## config.mk

```make
export PLATFORM = sky130hd
export DESIGN_NAME = cfgh_host
export DESIGN_NICKNAME = d
export VERILOG_FILES = /design/src/core/cfgh_pkg.sv /design/src/core/cfgh_host.sv /design/src/core/cfgh_fifo.sv
export VERILOG_INCLUDE_DIRS = /design/src /design/src/core
export SDC_FILE = /design/constraint.sdc
export NUM_CORES = 1
export LEC_CHECK = 0
export ABC_AREA = 1
export BUFFER_PORTS_ARGS = -buffer_cell sky130_fd_sc_hd__clkbuf_2
export CORE_AREA = 2 2 178 93
export CTS_CLUSTER_SIZE = 8
export DETAILED_ROUTE_END_ITERATION = 16
export DIE_AREA = 0 0 180 95
export PLACE_DENSITY = 0.81
export SYNTH_ARGS = -nofsm -noshare
export SYNTH_HDL_FRONTEND = slang
export SYNTH_HIERARCHICAL = 1
export SYNTH_SLANG_ARGS = --single-unit
```

## constraint.sdc

```tcl
create_clock -name i_clk_sys -period 4.6 [get_ports i_clk_sys]
set_input_delay 0.69 -clock i_clk_sys [delete_from_list [all_inputs] [get_ports i_clk_sys]]
set_output_delay 0.69 -clock i_clk_sys [all_outputs]
set_load 0.005 [all_outputs]
```

## src/core/cfgh_map.svh

```systemverilog
// Constants for the passive serial configuration host: timing counts, defaults and sizes.
`ifndef CFGH_MAP_SVH
`define CFGH_MAP_SVH
`define CFGH_SYS_MHZ 100
`define CFGH_RESET_LOW_NS 320
`define CFGH_RESET_LOW_CYC ((`CFGH_RESET_LOW_NS * `CFGH_SYS_MHZ + 999) / 1000)
`define CFGH_FIRST_DATA_US 32
`define CFGH_FIRST_DATA_CYC (`CFGH_FIRST_DATA_US * `CFGH_SYS_MHZ)
`define CFGH_USER_HOLD_US 25
`define CFGH_USER_HOLD_CYC (`CFGH_USER_HOLD_US * `CFGH_SYS_MHZ)
`define CFGH_TAIL_CLOCKS 100
`define CFGH_CLK_DIV_DEF 4
`define CFGH_DONE_TIMEOUT_DEF 100000
`define CFGH_FIFO_DEPTH 16
`define CFGH_BIT_MSB 7
`endif

```

## src/core/cfgh_pkg.sv

```systemverilog
// Types shared by the passive serial configuration host.
package cfgh_pkg;
	typedef enum logic [2:0] {
		CFGH_IDLE = 3'b000,
		CFGH_RESET = 3'b001,
		CFGH_WAIT = 3'b011,
		CFGH_SHIFT = 3'b010,
		CFGH_TAIL = 3'b110,
		CFGH_DONE_WAIT = 3'b111,
		CFGH_USER_HOLD = 3'b101,
		CFGH_FINISH = 3'b100
	} cfgh_state_t;
	typedef struct packed {
		logic clk;
		logic data;
		logic ssel_n;
		logic csel;
		logic creset_n;
	} cfgh_pins_t;
	typedef struct packed {
		logic busy;
		logic done;
		logic error;
	} cfgh_stat_t;
endpackage

```

## src/core/cfgh_host.sv

```systemverilog
// Passive serial configuration host: resets the device, streams a bitstream, awaits done.
//
// Summary of operation
// - JTAG host waits 32 us after reset.
// - JTAG clock at most 10 or 3 MHz.
// - External active clock at most 100 MHz.
// - Single-bit data, SPI mode 3 timing.
// - Stop clock whenever no valid data.
// - Resume with next bit, none skipped.
// - Hold configuration select high throughout load.
// - Hold slave select low throughout load.
// - Give at least 100 clocks after data.
// - Configuration clock at most 100 MHz.
// - First data 32 us after reset release.
// - Prefer one slave on the bus.
// - Pulse reset low at least 0.32 us.
// - Hold interface in reset 25 us after done.
`timescale 1ns/1ps
`default_nettype none
`include "cfgh_map.svh"
module cfgh_host
	import cfgh_pkg::*;
#(
	parameter int CLK_DIV = `CFGH_CLK_DIV_DEF,
	parameter int FIRST_DATA_CYC = `CFGH_FIRST_DATA_CYC,
	parameter int USER_HOLD_CYC = `CFGH_USER_HOLD_CYC,
	parameter int DONE_TIMEOUT = `CFGH_DONE_TIMEOUT_DEF
) (
	// Clock and reset.
	input wire logic i_clk_sys,
	input wire logic i_reset_n,
	// Command port.
	input wire logic i_start,
	input wire logic i_last,
	output logic o_busy,
	output logic o_done,
	output logic o_error,
	output logic o_user_reset_n,
	// Bitstream byte stream, most significant bit first.
	input wire logic i_byte_valid,
	input wire logic [`CFGH_BIT_MSB:0] i_byte_data,
	output logic o_byte_ready,
	// Device pins.
	output logic o_config_serial_clock,
	output logic o_config_serial_data_in,
	output logic o_flash_slave_select_n,
	output logic o_config_select,
	output logic o_config_reset_n,
	input wire logic i_config_complete_flag
);
	localparam int RST_CYC = `CFGH_RESET_LOW_CYC;
	localparam int HALF = (CLK_DIV / 2 < 1) ? 1 : CLK_DIV / 2;
	localparam int CW = 32;

	//////////////////////////////////////////////////////////////////////////////
	// Byte buffer; its ready is the block's own byte ready toward the source.
	logic fifo_valid, fifo_take;
	logic [`CFGH_BIT_MSB:0] fifo_data;
	cfgh_fifo #(.WIDTH(`CFGH_BIT_MSB + 1), .DEPTH(`CFGH_FIFO_DEPTH)) u_fifo (
		.i_clk_sys(i_clk_sys),
		.i_reset_n(i_reset_n),
		.i_in_valid(i_byte_valid),
		.i_in_data(i_byte_data),
		.o_in_ready(o_byte_ready),
		.o_out_valid(fifo_valid),
		.o_out_data(fifo_data),
		.i_out_ready(fifo_take)
	);

	//////////////////////////////////////////////////////////////////////////////
	// Done input crosses in from an open-drain pin: three flops, second and third agree.
	logic [2:0] done_sync_reg;
	logic done_level_reg, done_level_next;
	always_comb begin
		done_level_next = done_level_reg;
		if (done_sync_reg[1] == done_sync_reg[2]) begin
			done_level_next = done_sync_reg[2];
		end
	end
	always_ff @(posedge i_clk_sys) begin
		if (!i_reset_n) begin
			done_sync_reg <= 3'h0;
			done_level_reg <= 1'b0;
		end else begin
			done_sync_reg <= {done_sync_reg[1:0], i_config_complete_flag};
			done_level_reg <= done_level_next;
		end
	end

	//////////////////////////////////////////////////////////////////////////////
	// Sequencer and serialiser state.
	cfgh_state_t state_reg, state_next;
	logic [CW-1:0] cnt_reg, cnt_next;
	logic [7:0] div_reg, div_next;
	logic [`CFGH_BIT_MSB:0] sh_reg, sh_next;
	logic [3:0] bits_reg, bits_next;
	logic last_reg, last_next;
	logic sclk_reg, sclk_next;
	logic sdat_reg, sdat_next;
	logic ssel_n_reg, ssel_n_next;
	logic csel_reg, csel_next;
	logic crst_n_reg, crst_n_next;
	logic busy_reg, busy_next;
	logic done_reg, done_next;
	logic err_reg, err_next;
	logic urst_n_reg, urst_n_next;
	logic half_tick;

	// The clock is built by division of the system clock; mode 3 idles it high.
	always_comb begin
		state_next = state_reg;
		cnt_next = cnt_reg;
		div_next = div_reg;
		sh_next = sh_reg;
		bits_next = bits_reg;
		last_next = last_reg;
		sclk_next = sclk_reg;
		sdat_next = sdat_reg;
		ssel_n_next = ssel_n_reg;
		csel_next = csel_reg;
		crst_n_next = crst_n_reg;
		busy_next = busy_reg;
		done_next = done_reg;
		err_next = err_reg;
		urst_n_next = urst_n_reg;
		fifo_take = 1'b0;
		half_tick = (div_reg == 8'(HALF - 1));
		unique case (state_reg)
			CFGH_IDLE: begin
				sclk_next = 1'b1;
				if (i_start) begin
					state_next = CFGH_RESET;
					cnt_next = '0;
					busy_next = 1'b1;
					done_next = 1'b0;
					err_next = 1'b0;
					urst_n_next = 1'b0;
					crst_n_next = 1'b0;
					ssel_n_next = 1'b0;
					csel_next = 1'b1;
					bits_next = 4'h0;
					last_next = 1'b0;
				end
			end
			CFGH_RESET: begin
				cnt_next = cnt_reg + 1'b1;
				if (cnt_reg == CW'(RST_CYC - 1)) begin
					crst_n_next = 1'b1;
					cnt_next = '0;
					state_next = CFGH_WAIT;
				end
			end
			CFGH_WAIT: begin
				cnt_next = cnt_reg + 1'b1;
				if (cnt_reg >= CW'(FIRST_DATA_CYC - 1)) begin
					state_next = CFGH_SHIFT;
					div_next = 8'h0;
				end
			end
			CFGH_SHIFT: begin
				// With no bits left the clock is parked high until a byte arrives.
				if (bits_reg == 4'h0) begin
					if (sclk_reg && fifo_valid) begin
						fifo_take = 1'b1;
						sh_next = {fifo_data[`CFGH_BIT_MSB-1:0], 1'b0};
						sdat_next = fifo_data[`CFGH_BIT_MSB];
						bits_next = 4'(`CFGH_BIT_MSB + 1);
						div_next = 8'h0;
					end else if (sclk_reg && last_reg) begin
						state_next = CFGH_TAIL;
						cnt_next = '0;
						div_next = 8'h0;
					end
				end else begin
					div_next = half_tick ? 8'h0 : 8'(div_reg + 1'b1);
					if (half_tick) begin
						sclk_next = !sclk_reg;
						if (!sclk_reg) begin
							// Rising edge just delivered one bit; advance on the fall.
							bits_next = 4'(bits_reg - 1'b1);
						end else if (bits_reg != 4'(`CFGH_BIT_MSB + 1) || 1'b1) begin
							sdat_next = (bits_reg == 4'(`CFGH_BIT_MSB + 1)) ? sdat_reg : sh_reg[`CFGH_BIT_MSB];
							if (bits_reg != 4'(`CFGH_BIT_MSB + 1)) begin
								sh_next = {sh_reg[`CFGH_BIT_MSB-1:0], 1'b0};
							end
						end
					end
				end
				if (i_last) begin
					last_next = 1'b1;
				end
			end
			CFGH_TAIL: begin
				div_next = half_tick ? 8'h0 : 8'(div_reg + 1'b1);
				if (half_tick) begin
					sclk_next = !sclk_reg;
					if (!sclk_reg) begin
						cnt_next = cnt_reg + 1'b1;
						if (cnt_reg == CW'(`CFGH_TAIL_CLOCKS - 1)) begin
							state_next = CFGH_DONE_WAIT;
							cnt_next = '0;
						end
					end
				end
			end
			CFGH_DONE_WAIT: begin
				sclk_next = 1'b1;
				cnt_next = cnt_reg + 1'b1;
				if (done_level_reg) begin
					state_next = CFGH_USER_HOLD;
					cnt_next = '0;
				end else if (cnt_reg == CW'(DONE_TIMEOUT - 1)) begin
					err_next = 1'b1;
					state_next = CFGH_FINISH;
				end
			end
			CFGH_USER_HOLD: begin
				cnt_next = cnt_reg + 1'b1;
				if (cnt_reg == CW'(USER_HOLD_CYC - 1)) begin
					urst_n_next = 1'b1;
					done_next = 1'b1;
					state_next = CFGH_FINISH;
				end
			end
			CFGH_FINISH: begin
				busy_next = 1'b0;
				ssel_n_next = 1'b1;
				csel_next = 1'b0;
				state_next = CFGH_IDLE;
			end
			default: begin
				state_next = CFGH_IDLE;
			end
		endcase
	end

	// Registers only; every pin output comes straight from one of these.
	always_ff @(posedge i_clk_sys) begin
		if (!i_reset_n) begin
			state_reg <= CFGH_IDLE;
			cnt_reg <= '0;
			div_reg <= 8'h0;
			sh_reg <= 8'h0;
			bits_reg <= 4'h0;
			last_reg <= 1'b0;
			sclk_reg <= 1'b1;
			sdat_reg <= 1'b1;
			ssel_n_reg <= 1'b1;
			csel_reg <= 1'b0;
			crst_n_reg <= 1'b1;
			busy_reg <= 1'b0;
			done_reg <= 1'b0;
			err_reg <= 1'b0;
			urst_n_reg <= 1'b0;
		end else begin
			state_reg <= state_next;
			cnt_reg <= cnt_next;
			div_reg <= div_next;
			sh_reg <= sh_next;
			bits_reg <= bits_next;
			last_reg <= last_next;
			sclk_reg <= sclk_next;
			sdat_reg <= sdat_next;
			ssel_n_reg <= ssel_n_next;
			csel_reg <= csel_next;
			crst_n_reg <= crst_n_next;
			busy_reg <= busy_next;
			done_reg <= done_next;
			err_reg <= err_next;
			urst_n_reg <= urst_n_next;
		end
	end

	assign o_config_serial_clock = sclk_reg;
	assign o_config_serial_data_in = sdat_reg;
	assign o_flash_slave_select_n = ssel_n_reg;
	assign o_config_select = csel_reg;
	assign o_config_reset_n = crst_n_reg;
	assign o_busy = busy_reg;
	assign o_done = done_reg;
	assign o_error = err_reg;
	assign o_user_reset_n = urst_n_reg;

	//////////////////////////////////////////////////////////////////////////////
	// Checks on the pins this host drives.
	property p_sel_held;
		@(posedge i_clk_sys) disable iff (!i_reset_n)
		(state_reg == CFGH_SHIFT || state_reg == CFGH_TAIL) |-> (csel_reg && !ssel_n_reg);
	endproperty
	a_sel_held: assert property (p_sel_held) else $error("Selects not held during load.");

	property p_ssel_low;
		@(posedge i_clk_sys) disable iff (!i_reset_n)
		(state_reg == CFGH_WAIT) |-> !ssel_n_reg;
	endproperty
	a_ssel_low: assert property (p_ssel_low) else $error("Slave select high in load.");

	property p_reset_pulse;
		@(posedge i_clk_sys) disable iff (!i_reset_n)
		$fell(crst_n_reg) |-> !crst_n_reg [*8] ##1 !crst_n_reg [*8] ##1 !crst_n_reg [*8] ##1 !crst_n_reg [*8];
	endproperty
	a_reset_pulse: assert property (p_reset_pulse) else $error("Reset pulse too short.");

	property p_no_early_clock;
		@(posedge i_clk_sys) disable iff (!i_reset_n)
		(state_reg == CFGH_WAIT) |-> sclk_reg;
	endproperty
	a_no_early_clock: assert property (p_no_early_clock) else $error("Clock before wait ended.");

	property p_clock_parks;
		@(posedge i_clk_sys) disable iff (!i_reset_n)
		(state_reg == CFGH_SHIFT && bits_reg == 4'h0 && sclk_reg) |=> sclk_reg;
	endproperty
	a_clock_parks: assert property (p_clock_parks) else $error("Clock ran without data.");

	property p_clock_rate;
		@(posedge i_clk_sys) disable iff (!i_reset_n)
		$changed(sclk_reg) |-> ($past(div_reg) == 8'(HALF - 1));
	endproperty
	a_clock_rate: assert property (p_clock_rate) else $error("Clock faster than allowed.");

	property p_tail;
		@(posedge i_clk_sys) disable iff (!i_reset_n)
		(state_reg == CFGH_TAIL) |-> (cnt_reg <= CW'(`CFGH_TAIL_CLOCKS));
	endproperty
	a_tail: assert property (p_tail) else $error("Tail count out of range.");

	property p_user_hold;
		@(posedge i_clk_sys) disable iff (!i_reset_n)
		$rose(urst_n_reg) |-> $past(state_reg) == CFGH_USER_HOLD;
	endproperty
	a_user_hold: assert property (p_user_hold) else $error("User reset released early.");
endmodule
`default_nettype wire

```

## src/core/cfgh_fifo.sv

```systemverilog
// Parameterised valid/ready FIFO feeding bitstream bytes to the serialiser.
`timescale 1ns/1ps
`default_nettype none
module cfgh_fifo #(
	parameter int WIDTH = 8,
	parameter int DEPTH = 16
) (
	// Clock and reset.
	input wire logic i_clk_sys,
	input wire logic i_reset_n,
	// Fill side.
	input wire logic i_in_valid,
	input wire logic [WIDTH-1:0] i_in_data,
	output logic o_in_ready,
	// Drain side.
	output logic o_out_valid,
	output logic [WIDTH-1:0] o_out_data,
	input wire logic i_out_ready
);
	localparam int AW = $clog2(DEPTH);
	logic [WIDTH-1:0] mem [DEPTH];
	logic [AW-1:0] wr_reg, wr_next, rd_reg, rd_next;
	logic [AW:0] cnt_reg, cnt_next;
	logic push, pop;
	logic ready_reg, ready_next;

	// Pointers advance only on accepted handshakes, so full and empty stay honest.
	always_comb begin
		push = i_in_valid && ready_reg;
		pop = (cnt_reg != '0) && i_out_ready;
		wr_next = push ? AW'(wr_reg + 1'b1) : wr_reg;
		rd_next = pop ? AW'(rd_reg + 1'b1) : rd_reg;
		cnt_next = cnt_reg;
		if (push && !pop) begin
			cnt_next = cnt_reg + 1'b1;
		end else if (pop && !push) begin
			cnt_next = cnt_reg - 1'b1;
		end
		// Ready is registered from the next count, so it leaves a flip-flop yet tracks full exactly.
		ready_next = (cnt_next != (AW+1)'(DEPTH));
	end

	// Storage has no reset; only the pointers, count and ready flag need a defined value.
	always_ff @(posedge i_clk_sys) begin
		if (push) begin
			mem[wr_reg] <= i_in_data;
		end
		if (!i_reset_n) begin
			wr_reg <= '0;
			rd_reg <= '0;
			cnt_reg <= '0;
			ready_reg <= 1'b1;
		end else begin
			wr_reg <= wr_next;
			rd_reg <= rd_next;
			cnt_reg <= cnt_next;
			ready_reg <= ready_next;
		end
	end

	assign o_in_ready = ready_reg;
	assign o_out_valid = (cnt_reg != '0);
	assign o_out_data = mem[rd_reg];
endmodule
`default_nettype wire

```

==> flow_summary.yaml <==
floorplanning:
  initial_core_util: 0.6302
  ios: 24
  dieArea_um2: 17100
  row_count: 33
  die_w_um: 180
  die_y_um: 95
  coreArea_um2: 15730
sta:
  hold_viol: 0
  fin_setup_tns_ns: 0
  final.min_clock_period_ns: 2.746
  finalClockSkew_ns: 0.02761
  slew-limit-headroom: 0.3713
  hold_ws_ns: 0.3818
  setup_viol: 0
  rsz0062_at_grt: "no"
  min_period_over_period: 0.5969
  slew_violations: 0
  max_freq_ghz: 0.3642
  worst_pin_slew_ns: 0.9395
cts:
  path_clk_slew_ns: 0.05
  insertion_delay_ns: 0.56
  cts_hold_buf: 0
  post_cts_buffers: 0
  clockBufferDepth: 3
  htreeDepth: 1
  cts_sinks: 212
  cts_tree: "yes"
  cts_buffers: 30
  ctsRootBufferMaster: "clkbuf_16"
  cts_resized: 0
power_and_ir_drop:
  cellPowerDensity_nw_per_um2: 490.5
  sw_frac_of_total: 0.3206
  p_leak_nw: 4.047
  p_int_mw: 3.647
  power_frac_clock: 0.381
  switchingPower_mw: 1.721
  combPwrFrac: 0.209
  ir_drop_uv: 384.6
  seqPwrFrac: 0.410
global_route:
  grt_max_degree: 65
  grt_antenna_before_repair: 0
  grt_pass1_wl_mm: 38.68
  grt_pass1_vias: 7244
  track_usage: 0.2935
  overflow: 0
worst_setup_path:
  r2r-end: "cnt_reg[16]"
  end_kind: "register"
  worstPathMaxFanout: 28
  crit_required_ns: 4.99
  arrival_ns: 3.14
  r2r_start: "bits_reg[0]"
  r2r_slack_ns: 1.85
  path_class: "reg -> reg"
  reg2regPathDepth: 9
  cp-start-kind: "register"
  cp-startpoint: "bits_reg[0]"
layout:
  area_growth_pct: 10.40
  regArea_um2: 5528
  multiInputGateArea_um2: 3729
  largest_register_ff_count: 128
  drive_gt1_frac: 0.07778
  nFillCells: 1179
  nets: 1177
  num_antenna_cells: 0
routing:
  wl_per_cell_um: 17.89
  drt_wl_total_mm: 24.69
  viasPerCell: 5.847
  drc_errors: 0
  num_vias: 8069
  postRouteAntennaNets: 0
  dr.pass1.iters: 6
  drt_iter0_drc: 1013
outcome:
  outcome: "complete, no violations"
synthesis:
  ys_types: 42
  syn-instance-count: 1133
  yosysWarnings: 6
  ys_seq_elements: 212
  async_flop_share: 0
  syn-cell-area_um2: 9913
  synth_flop_cell: "edfxtp_1"
  syn_area_per_cell_um2: 8.750
  synth_edf_count: 128
  seq_area_frac_synth: 0.5574
  syn-num-nets: 1159
min_path:
  worstHoldPathCells: 3
  min_to: "last_reg"
  hold_class: "in -> reg"
  min-delay-start: "i_last"
flow_run:
  drv_cap: 0
placed_design:
  hpwl_mm: 16.57
  placement.io_buffers: 23
  place_congestion: 1.013
[cells by family after synthesis]
logic type,after synthesis,share of synthesized area
AOI/OAI and AO/OA,188,0.1080
xor gates and xnor gates,23,0.02032
adders and majority gates,12,0.01515
buffers and inverters,149,0.06651
DFF,212,0.5574
and+or+nand+nor,549,0.2326
[final cells by class]
type	count	area share
Clock buffer	50	0.07740
Tap cell	210	0.02401
Clock inverter	1	0.002744
Multi-Input combinational cell	772	0.3407
Timing Repair Buffer	25	0.01189
Sequential cell	212	0.5051
Inverter	110	0.03818
[cell usage in the layout, fill, tap and decap left out, types with 2 or more instances in the layout]
master     instances
dfxtp_2            2
nand3_1           57
a31oi_1            7
nand4_1           13
nor2_1           251
nand2_1          188
nand2_2            4
edfxtp_1         128
nand2_4            3
nor2_2             2
nor3_1            19
a21oi_1           31
inv_4              2
a211oi_1           3
clkbuf_1          19
nor2_4             3
buf_4              2
clkbuf_2          23
clkbuf_16         31
o21ai_0           91
dfxtp_1           82
inv_2              7
o211ai_1          33
xnor2_1            5
o21ai_1           15
inv_1            100
ha_1              12
xor2_1            18
nand3_2            5
[power groups by stage]
stage | combinational (mW) | sequential, mW | clock (mW)
2_1_floorplan | 0.892 | 2.21 | 0
3_3_place_gp | 1.06 | 2.23 | 0
3_5_place_dp | 1.08 | 2.24 | 0
4_1_cts | 1.09 | 2.20 | 2.05
5_1_grt | 1.25 | 2.21 | 2.14
6_report | 1.12 | 2.20 | 2.05
[Yosys cell counts (2+ instances only)]
library cell,number,area share
ha_1,12,0.015
xnor2_1,5,0.0044
nand3_2,5,0.0050
nor2_4,3,0.0034
nand4_1,13,0.0082
nor2_1,251,0.095
dfxtp_1,84,0.17
o21ai_0,91,0.046
inv_4,2,0.0013
buf_2,9,0.0045
buf_4,8,0.0061
clkbuf_1,14,0.0053
a31oi_1,7,0.0044
nor3_1,19,0.0096
o21ai_1,15,0.0076
o211ai_1,33,0.025
nand2_1,188,0.071
inv_2,7,0.0027
nand2_2,4,0.0025
nor2_2,2,0.0013
buf_6,7,0.0080
inv_1,100,0.038
nand2_4,3,0.0034
nand3_1,57,0.029
edfxtp_1,128,0.39
a211oi_1,3,0.0023
xor2_1,18,0.016
a21oi_1,31,0.016
[critical path: stages, from the launching register on]
cell     delay [ns]
dfxtp_1        0.31
inv_1          0.11
ha_1           0.18
nand3_1        0.35
nand2_2        0.27
nand3_1        0.10
nor2_1         0.17
nand2_4        0.23
o21ai_4        0.73
nor2_1         0.11
[per-layer routing]
| metal | vias up | part of all wire | GRT usage | wire, um |
|---|---|---|---|---|
| met5 | - | 0 | 0 | 0 |
| met2 | 480 | 0.37 | 0.3742 | 9234 |
| met4 | 0 | 0.012 | 0.05827 | 291 |
| met3 | 28 | 0.15 | 0.1111 | 3658 |
| li1 | 3821 | - | - | - |
| met1 | 3740 | 0.47 | 0.4632 | 11510 |
[worst max-delay path by stage]
stage                     depth (start not counted)                 to
after floorplan                                  12  u_fifo/o_in_ready
after global placement                            9        cnt_reg[16]
after detailed placement                          9        cnt_reg[16]
after CTS                                         9        cnt_reg[16]
after global routing                              9        cnt_reg[14]
final                                             9        cnt_reg[16]
[stage by stage]
step | power [mW] | worst slack (ns) | cell area, um2 | instances | util
finish | 5.368 | 1.854 | 10940 | 1380 | 0.6957
global route | 5.601 | 1.621 | 10940 | 1380 | 0.6957
CTS | 5.344 | 1.888 | 10940 | 1380 | 0.6957
detailed placement | 3.319 | 1.914 | 10070 | 1329 | 0.6399
global placement | 3.289 | 2.058 | 10070 | 1329 | 0.6399
floorplan | 3.097 | 2.585 | 9913 | 1133 | -
Note: power is estimated with default switching activity, not from simulation.
